==> config.mk <==
export PLATFORM = sky130hd
export DESIGN_NAME = qdl_top
export DESIGN_NICKNAME = d
export VERILOG_FILES = /design/src/rtl/qdl_pkg.sv /design/src/rtl/qdl_word_if.sv /design/src/rtl/qdl_frame_rx.sv /design/src/rtl/qdl_top.sv
export VERILOG_INCLUDE_DIRS = /design/src /design/src/rtl
export SDC_FILE = /design/constraint.sdc
export NUM_CORES = 1
export LEC_CHECK = 0
export BUFFER_PORTS_ARGS = -buffer_cell sky130_fd_sc_hd__buf_2
export CORE_MARGIN = 5
export CORE_UTILIZATION = 50
export CTS_CLUSTER_SIZE = 30
export DETAILED_ROUTE_END_ITERATION = 7
export PLACE_DENSITY = 0.74
export SYNTH_ARGS = -nofsm -noshare
export SYNTH_HDL_FRONTEND = slang
export SYNTH_SLANG_ARGS = --single-unit
==> constraint.sdc <==
create_clock -name pclk -period 5 [get_ports pclk]
set_clock_uncertainty 0.05 [all_clocks]
set_input_delay 1.5 -clock pclk [delete_from_list [all_inputs] [get_ports pclk]]
set_output_delay 1.5 -clock pclk [all_outputs]
set_load 0.02 [all_outputs]
==> src/rtl/qdl_consts.svh <==
// Functional notes
// - One 16-bit received word alone picks the channel, the mode, the power-down state and the code.
// - Each of the four channels holds its own 12-bit code, and all four outputs share one reference.
// - Two mode bits in the word choose between loading one channel, updating one channel, updating all four at once and power-down.
// - After reset every channel output is zero until the first complete valid frame is accepted.
// - Low frame sync enables the shift register, and high frame sync keeps it from taking bits.
// - After sync falls, data is sampled on each falling serial clock edge, and the host keeps it valid there.
// - The word is applied and the addressed outputs update on the 16th falling clock edge.
// - Sync rising before the 16th edge aborts the frame and discards the partial word.
// - A power-down condition chosen in the word offers three output termination choices.
`ifndef QDL_CONSTS_SVH
`define QDL_CONSTS_SVH

// Serial word layout
`define QDL_WORD_BITS 16
`define QDL_CODE_BITS 12
`define QDL_CHANS 4
`define QDL_CNT_W 5
`define QDL_LAST_BIT 5'h0f
`define QDL_SEL_HI 15
`define QDL_SEL_LO 14
`define QDL_MODE_HI 13
`define QDL_MODE_LO 12
`define QDL_CODE_HI 11

// Host clock limit, for reference in timing checks
`define QDL_SCLK_MAX_MHZ 40

// APB register map
`define QDL_ADDR_W 8
`define QDL_OFS_CTRL 8'h00
`define QDL_OFS_STATUS 8'h04
`define QDL_OFS_WORD 8'h08
`define QDL_OFS_FRAMES 8'h0c
`define QDL_OFS_CH0 8'h10
`define QDL_OFS_CH1 8'h14
`define QDL_OFS_CH2 8'h18
`define QDL_OFS_CH3 8'h1c

// Register fields and reset values
`define QDL_CTRL_EN_BIT 0
`define QDL_STAT_BUSY_BIT 0
`define QDL_STAT_ABORT_BIT 1
`define QDL_STAT_PD_BIT 2
`define QDL_CTRL_RST 1'h1
`define QDL_FRAMES_W 16

`endif

==> src/rtl/qdl_pkg.sv <==
package qdl_pkg;
	`include "qdl_consts.svh"

	typedef logic [`QDL_CODE_BITS-1:0] qdl_code_t;
	typedef logic [`QDL_CHANS-1:0][`QDL_CODE_BITS-1:0] qdl_codes_t;
	typedef logic [`QDL_WORD_BITS-1:0] qdl_word_t;

	typedef enum logic [1:0] {
		QDL_MODE_LOAD = 2'b00,
		QDL_MODE_UPDATE = 2'b01,
		QDL_MODE_ALL = 2'b10,
		QDL_MODE_PD = 2'b11
	} qdl_mode_e;

	typedef enum logic [1:0] {
		QDL_TERM_NONE = 2'b00,
		QDL_TERM_1K = 2'b01,
		QDL_TERM_100K = 2'b10,
		QDL_TERM_HIZ = 2'b11
	} qdl_term_e;
endpackage : qdl_pkg

==> src/rtl/qdl_word_if.sv <==
`timescale 1ns/1ps
interface qdl_word_if;
	logic enable;
	logic valid;
	logic abort;
	logic busy;
	qdl_pkg::qdl_word_t word;

	modport rx (input enable, output valid, output abort, output busy, output word);
	modport core (output enable, input valid, input abort, input busy, input word);
endinterface : qdl_word_if

==> src/rtl/qdl_frame_rx.sv <==
`timescale 1ns/1ps
`include "qdl_consts.svh"
module qdl_frame_rx (
	// Clock and reset
	input wire logic pclk,
	input wire logic presetn,
	// Serial pins
	input wire logic sync_n,
	input wire logic sclk,
	input wire logic din,
	// Received words
	qdl_word_if.rx lnk
);
	import qdl_pkg::*;

	logic sync_s1_q, sync_s2_q, sync_s3_q;
	logic sclk_s1_q, sclk_s2_q, sclk_s3_q;
	logic din_s1_q, din_s2_q;
	logic [`QDL_CNT_W-1:0] cnt_q;
	qdl_word_t shreg_q;
	qdl_word_t word_q;
	logic done_q, valid_q, abort_q, busy_q;
	logic fall, take, sync_rise, last;

	always_ff @(posedge pclk or negedge presetn) begin
		if (!presetn) begin
			sync_s1_q <= 1'h1;
			sync_s2_q <= 1'h1;
			sync_s3_q <= 1'h1;
			sclk_s1_q <= 1'h0;
			sclk_s2_q <= 1'h0;
			sclk_s3_q <= 1'h0;
			din_s1_q <= 1'h0;
			din_s2_q <= 1'h0;
		end else begin
			sync_s1_q <= sync_n;
			sync_s2_q <= sync_s1_q;
			sync_s3_q <= sync_s2_q;
			sclk_s1_q <= sclk;
			sclk_s2_q <= sclk_s1_q;
			sclk_s3_q <= sclk_s2_q;
			din_s1_q <= din;
			din_s2_q <= din_s1_q;
		end
	end

	assign fall = sclk_s3_q & ~sclk_s2_q;
	assign take = fall & ~sync_s2_q & ~done_q & lnk.enable;
	assign sync_rise = sync_s2_q & ~sync_s3_q;
	assign last = take && (cnt_q == `QDL_LAST_BIT);

	always_ff @(posedge pclk or negedge presetn) begin
		if (!presetn) begin
			cnt_q <= '0;
			done_q <= 1'h0;
		end else if (sync_s2_q) begin
			cnt_q <= '0;
			done_q <= 1'h0;
		end else if (take) begin
			cnt_q <= cnt_q + `QDL_CNT_W'(1);
			done_q <= last;
		end
	end

	// Msb first: new bit enters at the bottom
	always_ff @(posedge pclk or negedge presetn) begin
		if (!presetn) begin
			shreg_q <= '0;
		end else if (take) begin
			shreg_q <= {shreg_q[`QDL_WORD_BITS-2:0], din_s2_q};
		end
	end

	always_ff @(posedge pclk or negedge presetn) begin
		if (!presetn) begin
			valid_q <= 1'h0;
			word_q <= '0;
			abort_q <= 1'h0;
			busy_q <= 1'h0;
		end else begin
			valid_q <= last;
			if (last) begin
				word_q <= {shreg_q[`QDL_WORD_BITS-2:0], din_s2_q};
			end
			abort_q <= sync_rise && (cnt_q != '0) && !done_q;
			busy_q <= ~sync_s2_q & ~done_q & lnk.enable;
		end
	end

	assign lnk.valid = valid_q;
	assign lnk.word = word_q;
	assign lnk.abort = abort_q;
	assign lnk.busy = busy_q;
endmodule : qdl_frame_rx

==> src/rtl/qdl_top.sv <==
// Added by the designer: the APB slave port and the placing of the registers.
`timescale 1ns/1ps
`include "qdl_consts.svh"
module qdl_top (
	// Clock and reset
	input wire logic pclk,
	input wire logic presetn,
	// APB slave
	input wire logic psel,
	input wire logic penable,
	input wire logic pwrite,
	input wire logic [`QDL_ADDR_W-1:0] paddr,
	input wire logic [31:0] pwdata,
	output logic [31:0] prdata,
	output logic pready,
	output logic pslverr,
	// Serial link pins
	input wire logic sync_n,
	input wire logic sclk,
	input wire logic din,
	// Converter outputs
	output qdl_pkg::qdl_codes_t chan_code_q,
	output qdl_pkg::qdl_term_e pd_term_q,
	output logic pd_active_q
);
	import qdl_pkg::*;

	qdl_word_if lnk ();

	qdl_frame_rx u_rx (
		.pclk(pclk),
		.presetn(presetn),
		.sync_n(sync_n),
		.sclk(sclk),
		.din(din),
		.lnk(lnk)
	);

	qdl_codes_t in_q;
	qdl_word_t last_word_q;
	logic [`QDL_FRAMES_W-1:0] frames_q;
	logic link_en_q, abort_seen_q;
	logic [31:0] prdata_q;
	logic pready_q, pslverr_q;
	logic setup, wr_acc;
	logic [1:0] w_sel;
	qdl_mode_e w_mode;
	qdl_code_t w_code;

	function automatic logic reg_known(input logic [`QDL_ADDR_W-1:0] a);
		reg_known = (a == `QDL_OFS_CTRL) || (a == `QDL_OFS_STATUS) ||
			(a == `QDL_OFS_WORD) || (a == `QDL_OFS_FRAMES) ||
			(a == `QDL_OFS_CH0) || (a == `QDL_OFS_CH1) ||
			(a == `QDL_OFS_CH2) || (a == `QDL_OFS_CH3);
	endfunction : reg_known

	function automatic logic [31:0] pad_code(input qdl_code_t c);
		pad_code = {20'h00000, c};
	endfunction : pad_code

	// Word fields: select, mode, code
	assign w_sel = lnk.word[`QDL_SEL_HI:`QDL_SEL_LO];
	assign w_mode = qdl_mode_e'(lnk.word[`QDL_MODE_HI:`QDL_MODE_LO]);
	assign w_code = lnk.word[`QDL_CODE_HI:0];
	assign lnk.enable = link_en_q;

	// Input holding registers and outputs
	always_ff @(posedge pclk or negedge presetn) begin
		if (!presetn) begin
			in_q <= '0;
			chan_code_q <= '0;
		end else if (lnk.valid) begin
			unique case (w_mode)
				QDL_MODE_LOAD: begin
					in_q[w_sel] <= w_code;
				end
				QDL_MODE_UPDATE: begin
					in_q[w_sel] <= w_code;
					chan_code_q[w_sel] <= w_code;
				end
				QDL_MODE_ALL: begin
					for (int i = 0; i < `QDL_CHANS; i++) begin
						in_q[i] <= w_code;
						chan_code_q[i] <= w_code;
					end
				end
				QDL_MODE_PD: begin
				end
			endcase
		end
	end

	// Power-down: termination carried in the select field
	always_ff @(posedge pclk or negedge presetn) begin
		if (!presetn) begin
			pd_term_q <= QDL_TERM_NONE;
			pd_active_q <= 1'h0;
		end else if (lnk.valid) begin
			if (w_mode == QDL_MODE_PD) begin
				pd_term_q <= qdl_term_e'(w_sel);
				pd_active_q <= (w_sel != 2'h0);
			end else if (w_mode != QDL_MODE_LOAD) begin
				pd_term_q <= QDL_TERM_NONE;
				pd_active_q <= 1'h0;
			end
		end
	end

	// Last accepted word and frame count
	always_ff @(posedge pclk or negedge presetn) begin
		if (!presetn) begin
			last_word_q <= '0;
			frames_q <= '0;
		end else if (lnk.valid) begin
			last_word_q <= lnk.word;
			frames_q <= frames_q + `QDL_FRAMES_W'(1);
		end
	end

	// APB: one wait-free access cycle after setup
	assign setup = psel && !penable;
	assign wr_acc = psel && penable && pready_q && pwrite;

	always_ff @(posedge pclk or negedge presetn) begin
		if (!presetn) begin
			pready_q <= 1'h0;
			pslverr_q <= 1'h0;
		end else begin
			pready_q <= setup;
			pslverr_q <= setup && !reg_known(paddr);
		end
	end

	always_ff @(posedge pclk or negedge presetn) begin
		if (!presetn) begin
			link_en_q <= `QDL_CTRL_RST;
		end else if (wr_acc && (paddr == `QDL_OFS_CTRL)) begin
			link_en_q <= pwdata[`QDL_CTRL_EN_BIT];
		end
	end

	// Abort flag: a new abort wins over a write-one clear
	always_ff @(posedge pclk or negedge presetn) begin
		if (!presetn) begin
			abort_seen_q <= 1'h0;
		end else if (lnk.abort) begin
			abort_seen_q <= 1'h1;
		end else if (wr_acc && (paddr == `QDL_OFS_STATUS) && pwdata[`QDL_STAT_ABORT_BIT]) begin
			abort_seen_q <= 1'h0;
		end
	end

	always_ff @(posedge pclk or negedge presetn) begin
		if (!presetn) begin
			prdata_q <= '0;
		end else if (setup && !pwrite) begin
			prdata_q <= '0;
			case (paddr)
				`QDL_OFS_CTRL: prdata_q[`QDL_CTRL_EN_BIT] <= link_en_q;
				`QDL_OFS_STATUS: begin
					prdata_q[`QDL_STAT_BUSY_BIT] <= lnk.busy;
					prdata_q[`QDL_STAT_ABORT_BIT] <= abort_seen_q;
					prdata_q[`QDL_STAT_PD_BIT] <= pd_active_q;
				end
				`QDL_OFS_WORD: prdata_q <= {16'h0000, last_word_q};
				`QDL_OFS_FRAMES: prdata_q <= {16'h0000, frames_q};
				`QDL_OFS_CH0: prdata_q <= pad_code(chan_code_q[0]);
				`QDL_OFS_CH1: prdata_q <= pad_code(chan_code_q[1]);
				`QDL_OFS_CH2: prdata_q <= pad_code(chan_code_q[2]);
				`QDL_OFS_CH3: prdata_q <= pad_code(chan_code_q[3]);
				default: prdata_q <= '0;
			endcase
		end
	end

	assign prdata = prdata_q;
	assign pready = pready_q;
	assign pslverr = pslverr_q;

	// Helper: any word accepted since reset
	logic seen_q;
	always_ff @(posedge pclk or negedge presetn) begin
		if (!presetn) begin
			seen_q <= 1'h0;
		end else if (lnk.valid) begin
			seen_q <= 1'h1;
		end
	end
endmodule : qdl_top

* Yosys cells after proc, flatten, opt, wreduce, memory -nomap -nowiden
Cells that the tools add are included.
** Storage, ports and cells
- Bits in registers :: 167
- Input bits :: 48
- Output and inout port bits :: 85
- Logic and storage cells :: 105
** Cells by class
- Add/subtract/negate cells :: 2
- $lt $le $gt $ge :: 2
- Equal/unequal tests :: 11
- Multiplexer cells :: 17
- Bitwise operators :: 11
- Reductions and logical operators :: 34
** Operators with widths (count)
- $pmux W48 S2 :: 1
- $pmux W13 S6 :: 1
- $bwmux W48 :: 1
- $eq A8 B5 Y1 const B :: 4
- $demux W12 S2 :: 1
- $add A16 B1 Y16 const B :: 1
- $eq A8 B4 Y1 const B :: 2
- $pmux W2 S7 :: 1
- $logic_and A1 B1 Y1 :: 13
- $mux W12 :: 1
- $reduce_bool A2 Y1 :: 6
- $mux W5 :: 2
- $eq A8 B3 Y1 const B :: 1
- $logic_not A8 Y1 :: 1
- $pmux W1 S8 :: 1
- $and A1 B1 Y1 :: 7
- $logic_or A1 B1 Y1 :: 7
- $mux W1 :: 6
- $add A5 B1 Y5 const B :: 1
- $eq A5 B4 Y1 const B :: 1
- $reduce_bool A5 Y1 :: 1
- $eq A2 B2 Y1 const B :: 2
- $logic_not A1 Y1 :: 4
- $mux W2 :: 2
- other kinds (5) :: 9

* Longest topological paths before layout
Gate-level depths: netlist (run 1).
- Depth after elaboration :: 10
- Depth in mapped cells :: 7
- Depth with buffers taken out :: 5

* Modules after synthesis
From an unflattened synthesis (run 1), not the netlist that was laid out.
** Unflattened totals
- Cell total of the unflattened synthesis :: 505
- Area total of the unflattened synthesis :: 6741.5 um^2
** Modules (own cells, without submodules)
- qdl_top :: instances 1, cells an instance 394, area each 4906.0 um^2, seq. area each 2578.7 um^2
- qdl_frame_rx :: instances 1, cells an instance 111, area each 1835.5 um^2, seq. area each 1204.9 um^2

* Worst setup path after synthesis (run 1)
No wires, ideal clock.
- Path kind :: in2reg
- Start point :: input paddr[4]
- End point :: register link_en_q
- Library setup time :: 0.085 ns
- Arrival :: 2.802 ns
- Data required time :: 4.865 ns
- Slack :: 2.063 ns
- Cell stages on the path :: 5
- Path buffers :: 1
- Path through :: buf_6 -> or4_4 -> nor3_2 -> nor3b_2 -> mux2_1
** On the way
- Longest elaborated chain between the ends :: 2
** RTL lines
- from (decl) :: line qdl_top.sv:12 : input wire logic [`QDL_ADDR_W-1:0] paddr,
- $logic_not A8 Y1
- $logic_and A1 B1 Y1 :: line qdl_top.sv:137 : end else if (wr_acc && (paddr == `QDL_OFS_CTRL)) begin
- to (signal assigned) :: line qdl_top.sv:136 : link_en_q <= `QDL_CTRL_RST;
- to (signal assigned) :: line qdl_top.sv:138 : link_en_q <= pwdata[`QDL_CTRL_EN_BIT];
- to (decl) :: line qdl_top.sv:42 : logic link_en_q, abort_seen_q;
Every way passes these cells.
A chain may end at the register's enable or synchronous reset.

* Final worst setup path (run 1)
- Start point :: input paddr[2]
- End point :: register prdata_q[0], in the netlist prdata[0]
** On the way
- Longest elaborated chain between the ends :: 2
- Elaborated cells on any way between the ends :: 9
- Those cells by class :: eq/ne: 7; mux: 1; reduce/logical: 1
** RTL lines
- $eq A8 B5 Y1, or another cell as far along :: line qdl_top.sv:158 : case (paddr)
- $pmux W1 S8 (*) :: line qdl_top.sv:158
- to (signal, indexed assignment) :: line qdl_top.sv:159 : `QDL_OFS_CTRL: prdata_q[`QDL_CTRL_EN_BIT] <= link_en_q;
- to (signal, indexed assignment) :: line qdl_top.sv:161 : prdata_q[`QDL_STAT_BUSY_BIT] <= lnk.busy;
- to (signal, indexed assignment) :: line qdl_top.sv:162 : prdata_q[`QDL_STAT_ABORT_BIT] <= abort_seen_q;
- to (decl) :: line qdl_top.sv:43 : logic [31:0] prdata_q;
Every way passes the cells marked *; elsewhere a longest branch is shown, timed or not.

==> metrics.md, run 1 <==
| Metric | Value |
|---|---|
| DP Area | 7180 µm² |
| Syn Area/Cell | between 10 and 15 µm² |
| Die H | roughly 130 µm |
| Die X-Extent | ~130 µm |
| Post-DR wirelength/cell | approximately 18 µm |
| Leakage Power | around 4.0 nW |
| Worst vdd ir | 0.240 mV |
| Register area share after synthesis | 0.567 |
| Rel. slew slack | 0.342 |
| Initial core utilization | 0.508 |
| Largest area contributor in the netlist | dfrtp_1 |
| Clk slew on worst S/H paths | ~60 ps |
| Synth Register Bits | between 150 and 200 |
| Number of global-route vias before repair | ~4400 |
| Std-Cell Rows | 42 |
| R2R Setup Slk | ~2600 ps |
| Slowest-stage cell, CP | buf_2 |
| Clk Latency, worst-skew pair | roughly 420 ps |
| Placed wire-length estimate | around 9800 µm |
| Synthesized area | between 6000 and 7000 µm² |
| Layout area overhead | 18.1% |
| R2R Path End | chan_code_q[46]$_DFFE_PN0P_ |
| # hold bufs at CTS | 0 |
| GPL Wtd Cong | about 0.8 |
| Synth area leaders | dfrtp_1, mux2_2, mux4_2 |
| Yosys cell types | 52 |
| Vias/cell | between 5 and 6 |
| Detailed-route via count | 4216 |
| # diodes | 0 |
| HP Start | u_rx.sclk_s1_q$_DFF_PN0_ |
| Tmin final | approximately 3000 ps |
| Final period util | 0.605 |
| Routed Antenna Nets | 0 |
| Die Area | 15700 µm² |
| Endpoints failing setup | 0 |
| Largest net degree at the start of global routing | 98 |
| Htree depth | 4 |
| CP max stage delay | about 730 ps |
| Worst EP required | 5250 ps |
| Arrival time worst endpoint | ~3300 ps |
| Layout cell share with drive strength beyond 1 | 0.407 |
| Reg2reg start | u_rx.lnk.word[12]$_DFFE_PN0P_ |
| Cell count after placement | ~750 |
| Top_reg_cell synth | dfrtp_1 |
| # IOs | between 100 and 150 |
| WS Path Type | input pin to register |
| Total GRT Usage | 0.190 |
| Max-cap violations | 0 |
| EDFF count, synth | 0 |
| Clk root buf | clkbuf_16 |
| CTS buffer count | 17 |
| Endpoint class of the critical path | register |
| Worst hold-check path type | register to register |
| Clk sinks | 151 |
| Fmax | ~330 MHz |
| Ys async rst share | 1.00 |
| Post-CTS Setup Inserts | 0 |
| I/O Buffers | 86 |
| Worst slew pin tran | between 900 and 1000 ps |
| Nets | approximately 650 |
| Drt total wl | about 14000 µm |
| Total negative slack | 0 ps |
| 1st-pass router iterations | 4 |
| Core Area | between 10000 and 15000 µm² |
| Worst setup slack after layout | 1970 ps |
| CTS tree | yes |
| CP Launch Type | input pin |
| CP max FO | 35 |
| Post-Place Setup Slack | roughly 1600 ps |
| Share of the synthesized area in the top cell type | 0.552 |
| Reg2Reg Depth | 5 |
| Synth top cells by count | dfrtp_1, mux2_2, nand2_1 |
| Gate count of the mapped netlist | 507 |
| Worst hold path stage count | 0 |
| WHS Endpoint | u_rx.sclk_s2_q$_DFF_PN0_ |
| Cts repair resizes | 0 |
| Initial DRC count | 310 |
| Global-route wire length before repair | ~24000 µm |
| Total gr overflow | 0 |
| Status | completed |
| Final Hold Viols | 0 |
| Max-slew violation count | 0 |
| Fin area | around 7900 µm² |
| Unrepaired setup endpoints after global routing | false |
| Cell with the most instances after synthesis | dfrtp_1 |
| Synth warn | 0 |
| Initial antenna violation count | 0 |
| Ordered cell list for the critical path | buf_2, mux4_2, a22oi_1, o21ai_0 |
| Bufs on Longest Clock Path | 2 |
| Final non-filler cell total | 781 |
| DRC | 0 |
| Power per cell area | ~360 nW/µm² |
-- worst max-delay path, delay by kind of cell --
| family | cells | cell delay (ps) |
|---|---|---|
| compound gates | 2 | 390 |
| mux | 1 | 640 |
| buf+inv | 1 | 730 |
-- stage by stage --
step / total power [mW] / utilization / hold WS, ps
6_report: 2.81 / 0.600 / 300
5_1_grt: 2.90 / 0.600 / 307
4_1_cts: 2.83 / 0.600 / 301
3_5_place_dp: 1.35 / 0.546 / 288
3_3_place_gp: 1.35 / 0.546 / 283
2_1_floorplan: 1.31 / - / 281
-- how the worst max path moves through the flow --
stage	from	to	slack, ps	depth (start not counted)
4_1_cts	paddr[2]	prdata[0]$_DFFE_PN0P_	2010	4
2_1_floorplan	paddr[4]	link_en_q$_DFFE_PN1P_	2060	5
3_3_place_gp	paddr[2]	prdata[2]$_DFFE_PN0P_	1570	4
3_5_place_dp	paddr[2]	prdata[0]$_DFFE_PN0P_	1570	4
5_1_grt	paddr[2]	prdata[0]$_DFFE_PN0P_	1860	4
6_report	paddr[2]	prdata[0]$_DFFE_PN0P_	1970	4
-- sequential cells by signal, indices dropped and copies added (netlist names), 2 cells and up --
name / cells
frames_q: 16
prdata: 16
last_word_q: 16
u_rx.lnk.word: 16
chan_code_q: 48
pd_term_q: 2
u_rx.shreg_q: 15
u_rx.cnt_q: 5
-- power breakdown --
group / leakage [nW] / internal [mW] / switching (mW) / total, mW
combinational: 1.56 / 0.0208 / 0.0682 / 0.0890
clock: 0.332 / 0.990 / 0.491 / 1.48
sequential: 2.08 / 1.23 / 0.00433 / 1.24
-- routing by layer --
metal | up-vias | wire length [µm] | track usage | part of all wire
li1 | 1955 | - | - | -
met1 | 2136 | 6230 | 0.250 | 0.43
met2 | 103 | 6960 | 0.299 | 0.48
met3 | 22 | 930 | 0.0606 | 0.065
met4 | 0 | 248 | 0.0702 | 0.017
met5 | - | 0 | 0 | 0
-- cell usage in the layout (no fill, tap or decap), types with 6 or more instances in the layout --
cell type,netlist,final
inv_1,9,9
xor2_1,6,6
ha_1,7,7
conb_1,1,16
clkbuf_16,0,17
nand4_1,6,6
nor2_1,20,20
a22oi_1,10,10
o21ai_0,24,21
bufinv_16,0,6
mux2i_1,12,12
and3_1,6,6
nand3b_1,6,6
a21oi_1,6,6
mux4_2,8,8
dfrtp_1,147,147
buf_2,9,85
nand3_1,14,14
mux2_2,99,99
xnor2_1,12,12
nand2_1,29,29
-- kinds of logic after synthesis --
logic type	synth area share
flops	0.567
buf+inv	0.0407
other cells	0.000562
mux	0.214
fa+ha+maj	0.0131
xor+xnor	0.0236
compound gates	0.0490
simple gates	0.0916
-- cell type report --
class | instances | area, µm²
repair buffers | 89 | 459
well taps | 176 | 220
clock buffers | 21 | 480
inverters | 9 | 33.8
flip-flops and latches | 151 | 3780
clock inverters | 11 | 216
fillers | 1023 | 5260
multi-input cells | 324 | 2680
Power figures use the tool's default switching activity.
==> run 2, diff against run 1 <==
- clock period: 5 -> 3.1 ns (I/O delays scaled with it)
==> run 2 against run 1 <==
Against the previous run: cell count increased by 1.4%; sequential share of layout area grew 0.17 points; sequential cell count unchanged; sequential power increased by 60%; final area shrank 0.35%; global-route usage increased by 0.71 points; worst hold slack improved by 3.4 ps; count of clock-buffer cells in the layout decreased by 1; clock power increased by 35%; total power is 48% higher.
==> metrics.md, run 2 (synthesized netlist as in run 1, its figures left out) <==
| Metric | Value |
|---|---|
| Status | completed |
| Drt total wl | approximately 15000 µm |
| R2R Setup Slk | roughly 900 ps |
| Clk sinks | approximately 150 |
| Layout cell share with drive strength beyond 1 | 0.411 |
| # diodes | 0 |
| Total gr overflow | 0 |
| Std-Cell Rows | 42 |
| Rel. slew slack | 0.387 |
| # IOs | 133 |
| Tot Pwr | 4.14 mW |
| Number of global-route vias before repair | roughly 4400 |
| Worst slew pin tran | roughly 900 ps |
| Post-CTS Setup Inserts | 0 |
| Clk Latency, worst-skew pair | between 400 and 500 ps |
| Cts repair resizes | 0 |
| CP max FO | 16 |
| Tmin final | between 2000 and 2500 ps |
| Final period util | 0.715 |
| Worst hold-check path type | register to register |
| Endpoints failing setup | 0 |
| Top reg by flops | chan_code_q |
| WS Path Type | input pin to register |
| CTS buffer count | 17 |
| Power per cell area | between 500 and 600 nW/µm² |
| Reg2Reg Depth | 6 |
| Commonest non-fill, non-tap cell in the layout | dfrtp_1 |
| Commonest cells after routing, fill and taps aside | dfrtp_1, mux2_2, buf_2 |
| Endpoint class of the critical path | register |
| I/O Buffers | 86 |
| Bufs on Longest Clock Path | 2 |
| Placed wire-length estimate | 10600 µm |
| Leakage Power | just under 4 nW |
| DRC | 0 |
| Worst vdd ir | 0.394 mV |
| Routed Antenna Nets | 0 |
| Largest net degree at the start of global routing | between 60 and 70 |
| Core Area | roughly 13000 µm² |
| Arrival time worst endpoint | between 2000 and 3000 ps |
| Fmax | between 400 and 500 MHz |
| Die H | 125 µm |
| Unrepaired setup endpoints after global routing | false |
| # hold bufs at CTS | 0 |
| Max-slew violation count | 0 |
| Worst EP required | 3390 ps |
| Post-DR wirelength/cell | between 15 and 20 µm |
| Final Hold Viols | 0 |
| CP Launch Type | input pin |
| Fill cells | approximately 1000 |
| Reg2reg start | u_rx.lnk.word[12]$_DFFE_PN0P_ |
| Htree depth | 4 |
| Global-route wire length before repair | ~24000 µm |
| Largest register FFs | between 40 and 50 |
| Nets | 658 |
| GPL Wtd Cong | approximately 0.8 |
| 1st-pass router iterations | 5 |
| Die Area | ~16000 µm² |
| Initial antenna violation count | 0 |
| Clk slew on worst S/H paths | roughly 60 ps |
| Initial DRC count | ~370 |
| Clk root buf | clkbuf_16 |
| Vias/cell | 5.43 |
| Initial core utilization | 0.508 |
| Total negative slack | 0 ps |
| HP Start | u_rx.sclk_s1_q$_DFF_PN0_ |
| Layout area overhead | 17.7% |
| Die X-Extent | roughly 130 µm |
| R2R Path End | chan_code_q[39]$_DFFE_PN0P_ |
| Worst hold path stage count | 0 |
| CTS tree | yes |
| WHS Endpoint | u_rx.sclk_s2_q$_DFF_PN0_ |
| Detailed-route via count | about 4300 |
| Total GRT Usage | 0.198 |
| Max-cap violations | 0 |
## run 2: metal layers
layer,vias to the layer above,wire [µm],global-route usage
met5,-,0,0
met4,0,276,0.0765
met3,18,859,0.0571
met2,107,7380,0.311
met1,2201,6430,0.261
li1,1977,-,-
## run 2: final cells by class
cell class	count	area (µm²)	area share
clock buffers	20	457	0.0582
well taps	176	220	0.0281
clock inverters	12	128	0.0163
repair buffers	100	554	0.0706
inverters	9	33.8	0.00430
flip-flops and latches	151	3780	0.482
multi-input cells	324	2670	0.341
## run 2: metrics by stage
step | utilization | cells | cell area [µm²] | hold WS, ps | worst slack, ps
2_1_floorplan | - | 522 | 6720 | 281 | 733
3_3_place_gp | 0.553 | 760 | 7260 | 282 | 489
3_5_place_dp | 0.553 | 760 | 7260 | 291 | 448
4_1_cts | 0.597 | 792 | 7850 | 304 | 887
5_1_grt | 0.597 | 792 | 7850 | 308 | 761
6_report | 0.597 | 792 | 7850 | 304 | 883
## run 2: worst max-delay path: stages
cell	delay, ps
buf_2	210
or4_4	600
nor3_2	230
nor3b_2	200
mux2_1	340
## run 2: power breakdown
group,switching (mW),internal [mW]
Sequential,0.00727,1.99
Clock,0.774,1.22
Combinational,0.113,0.0410
## run 2: worst max path at each step
stage / start / end / slack [ps] / cells after the start
after CTS: u_rx.lnk.word[12]$_DFFE_PN0P_ / chan_code_q[39]$_DFFE_PN0P_ / 890 / 6
after detailed placement: paddr[4] / link_en_q$_DFFE_PN1P_ / 450 / 5
after global placement: paddr[4] / link_en_q$_DFFE_PN1P_ / 490 / 5
after floorplan: paddr[4] / link_en_q$_DFFE_PN1P_ / 730 / 5
final: paddr[4] / link_en_q$_DFFE_PN1P_ / 880 / 5
after global routing: u_rx.lnk.word[12]$_DFFE_PN0P_ / chan_code_q[43]$_DFFE_PN0P_ / 760 / 6
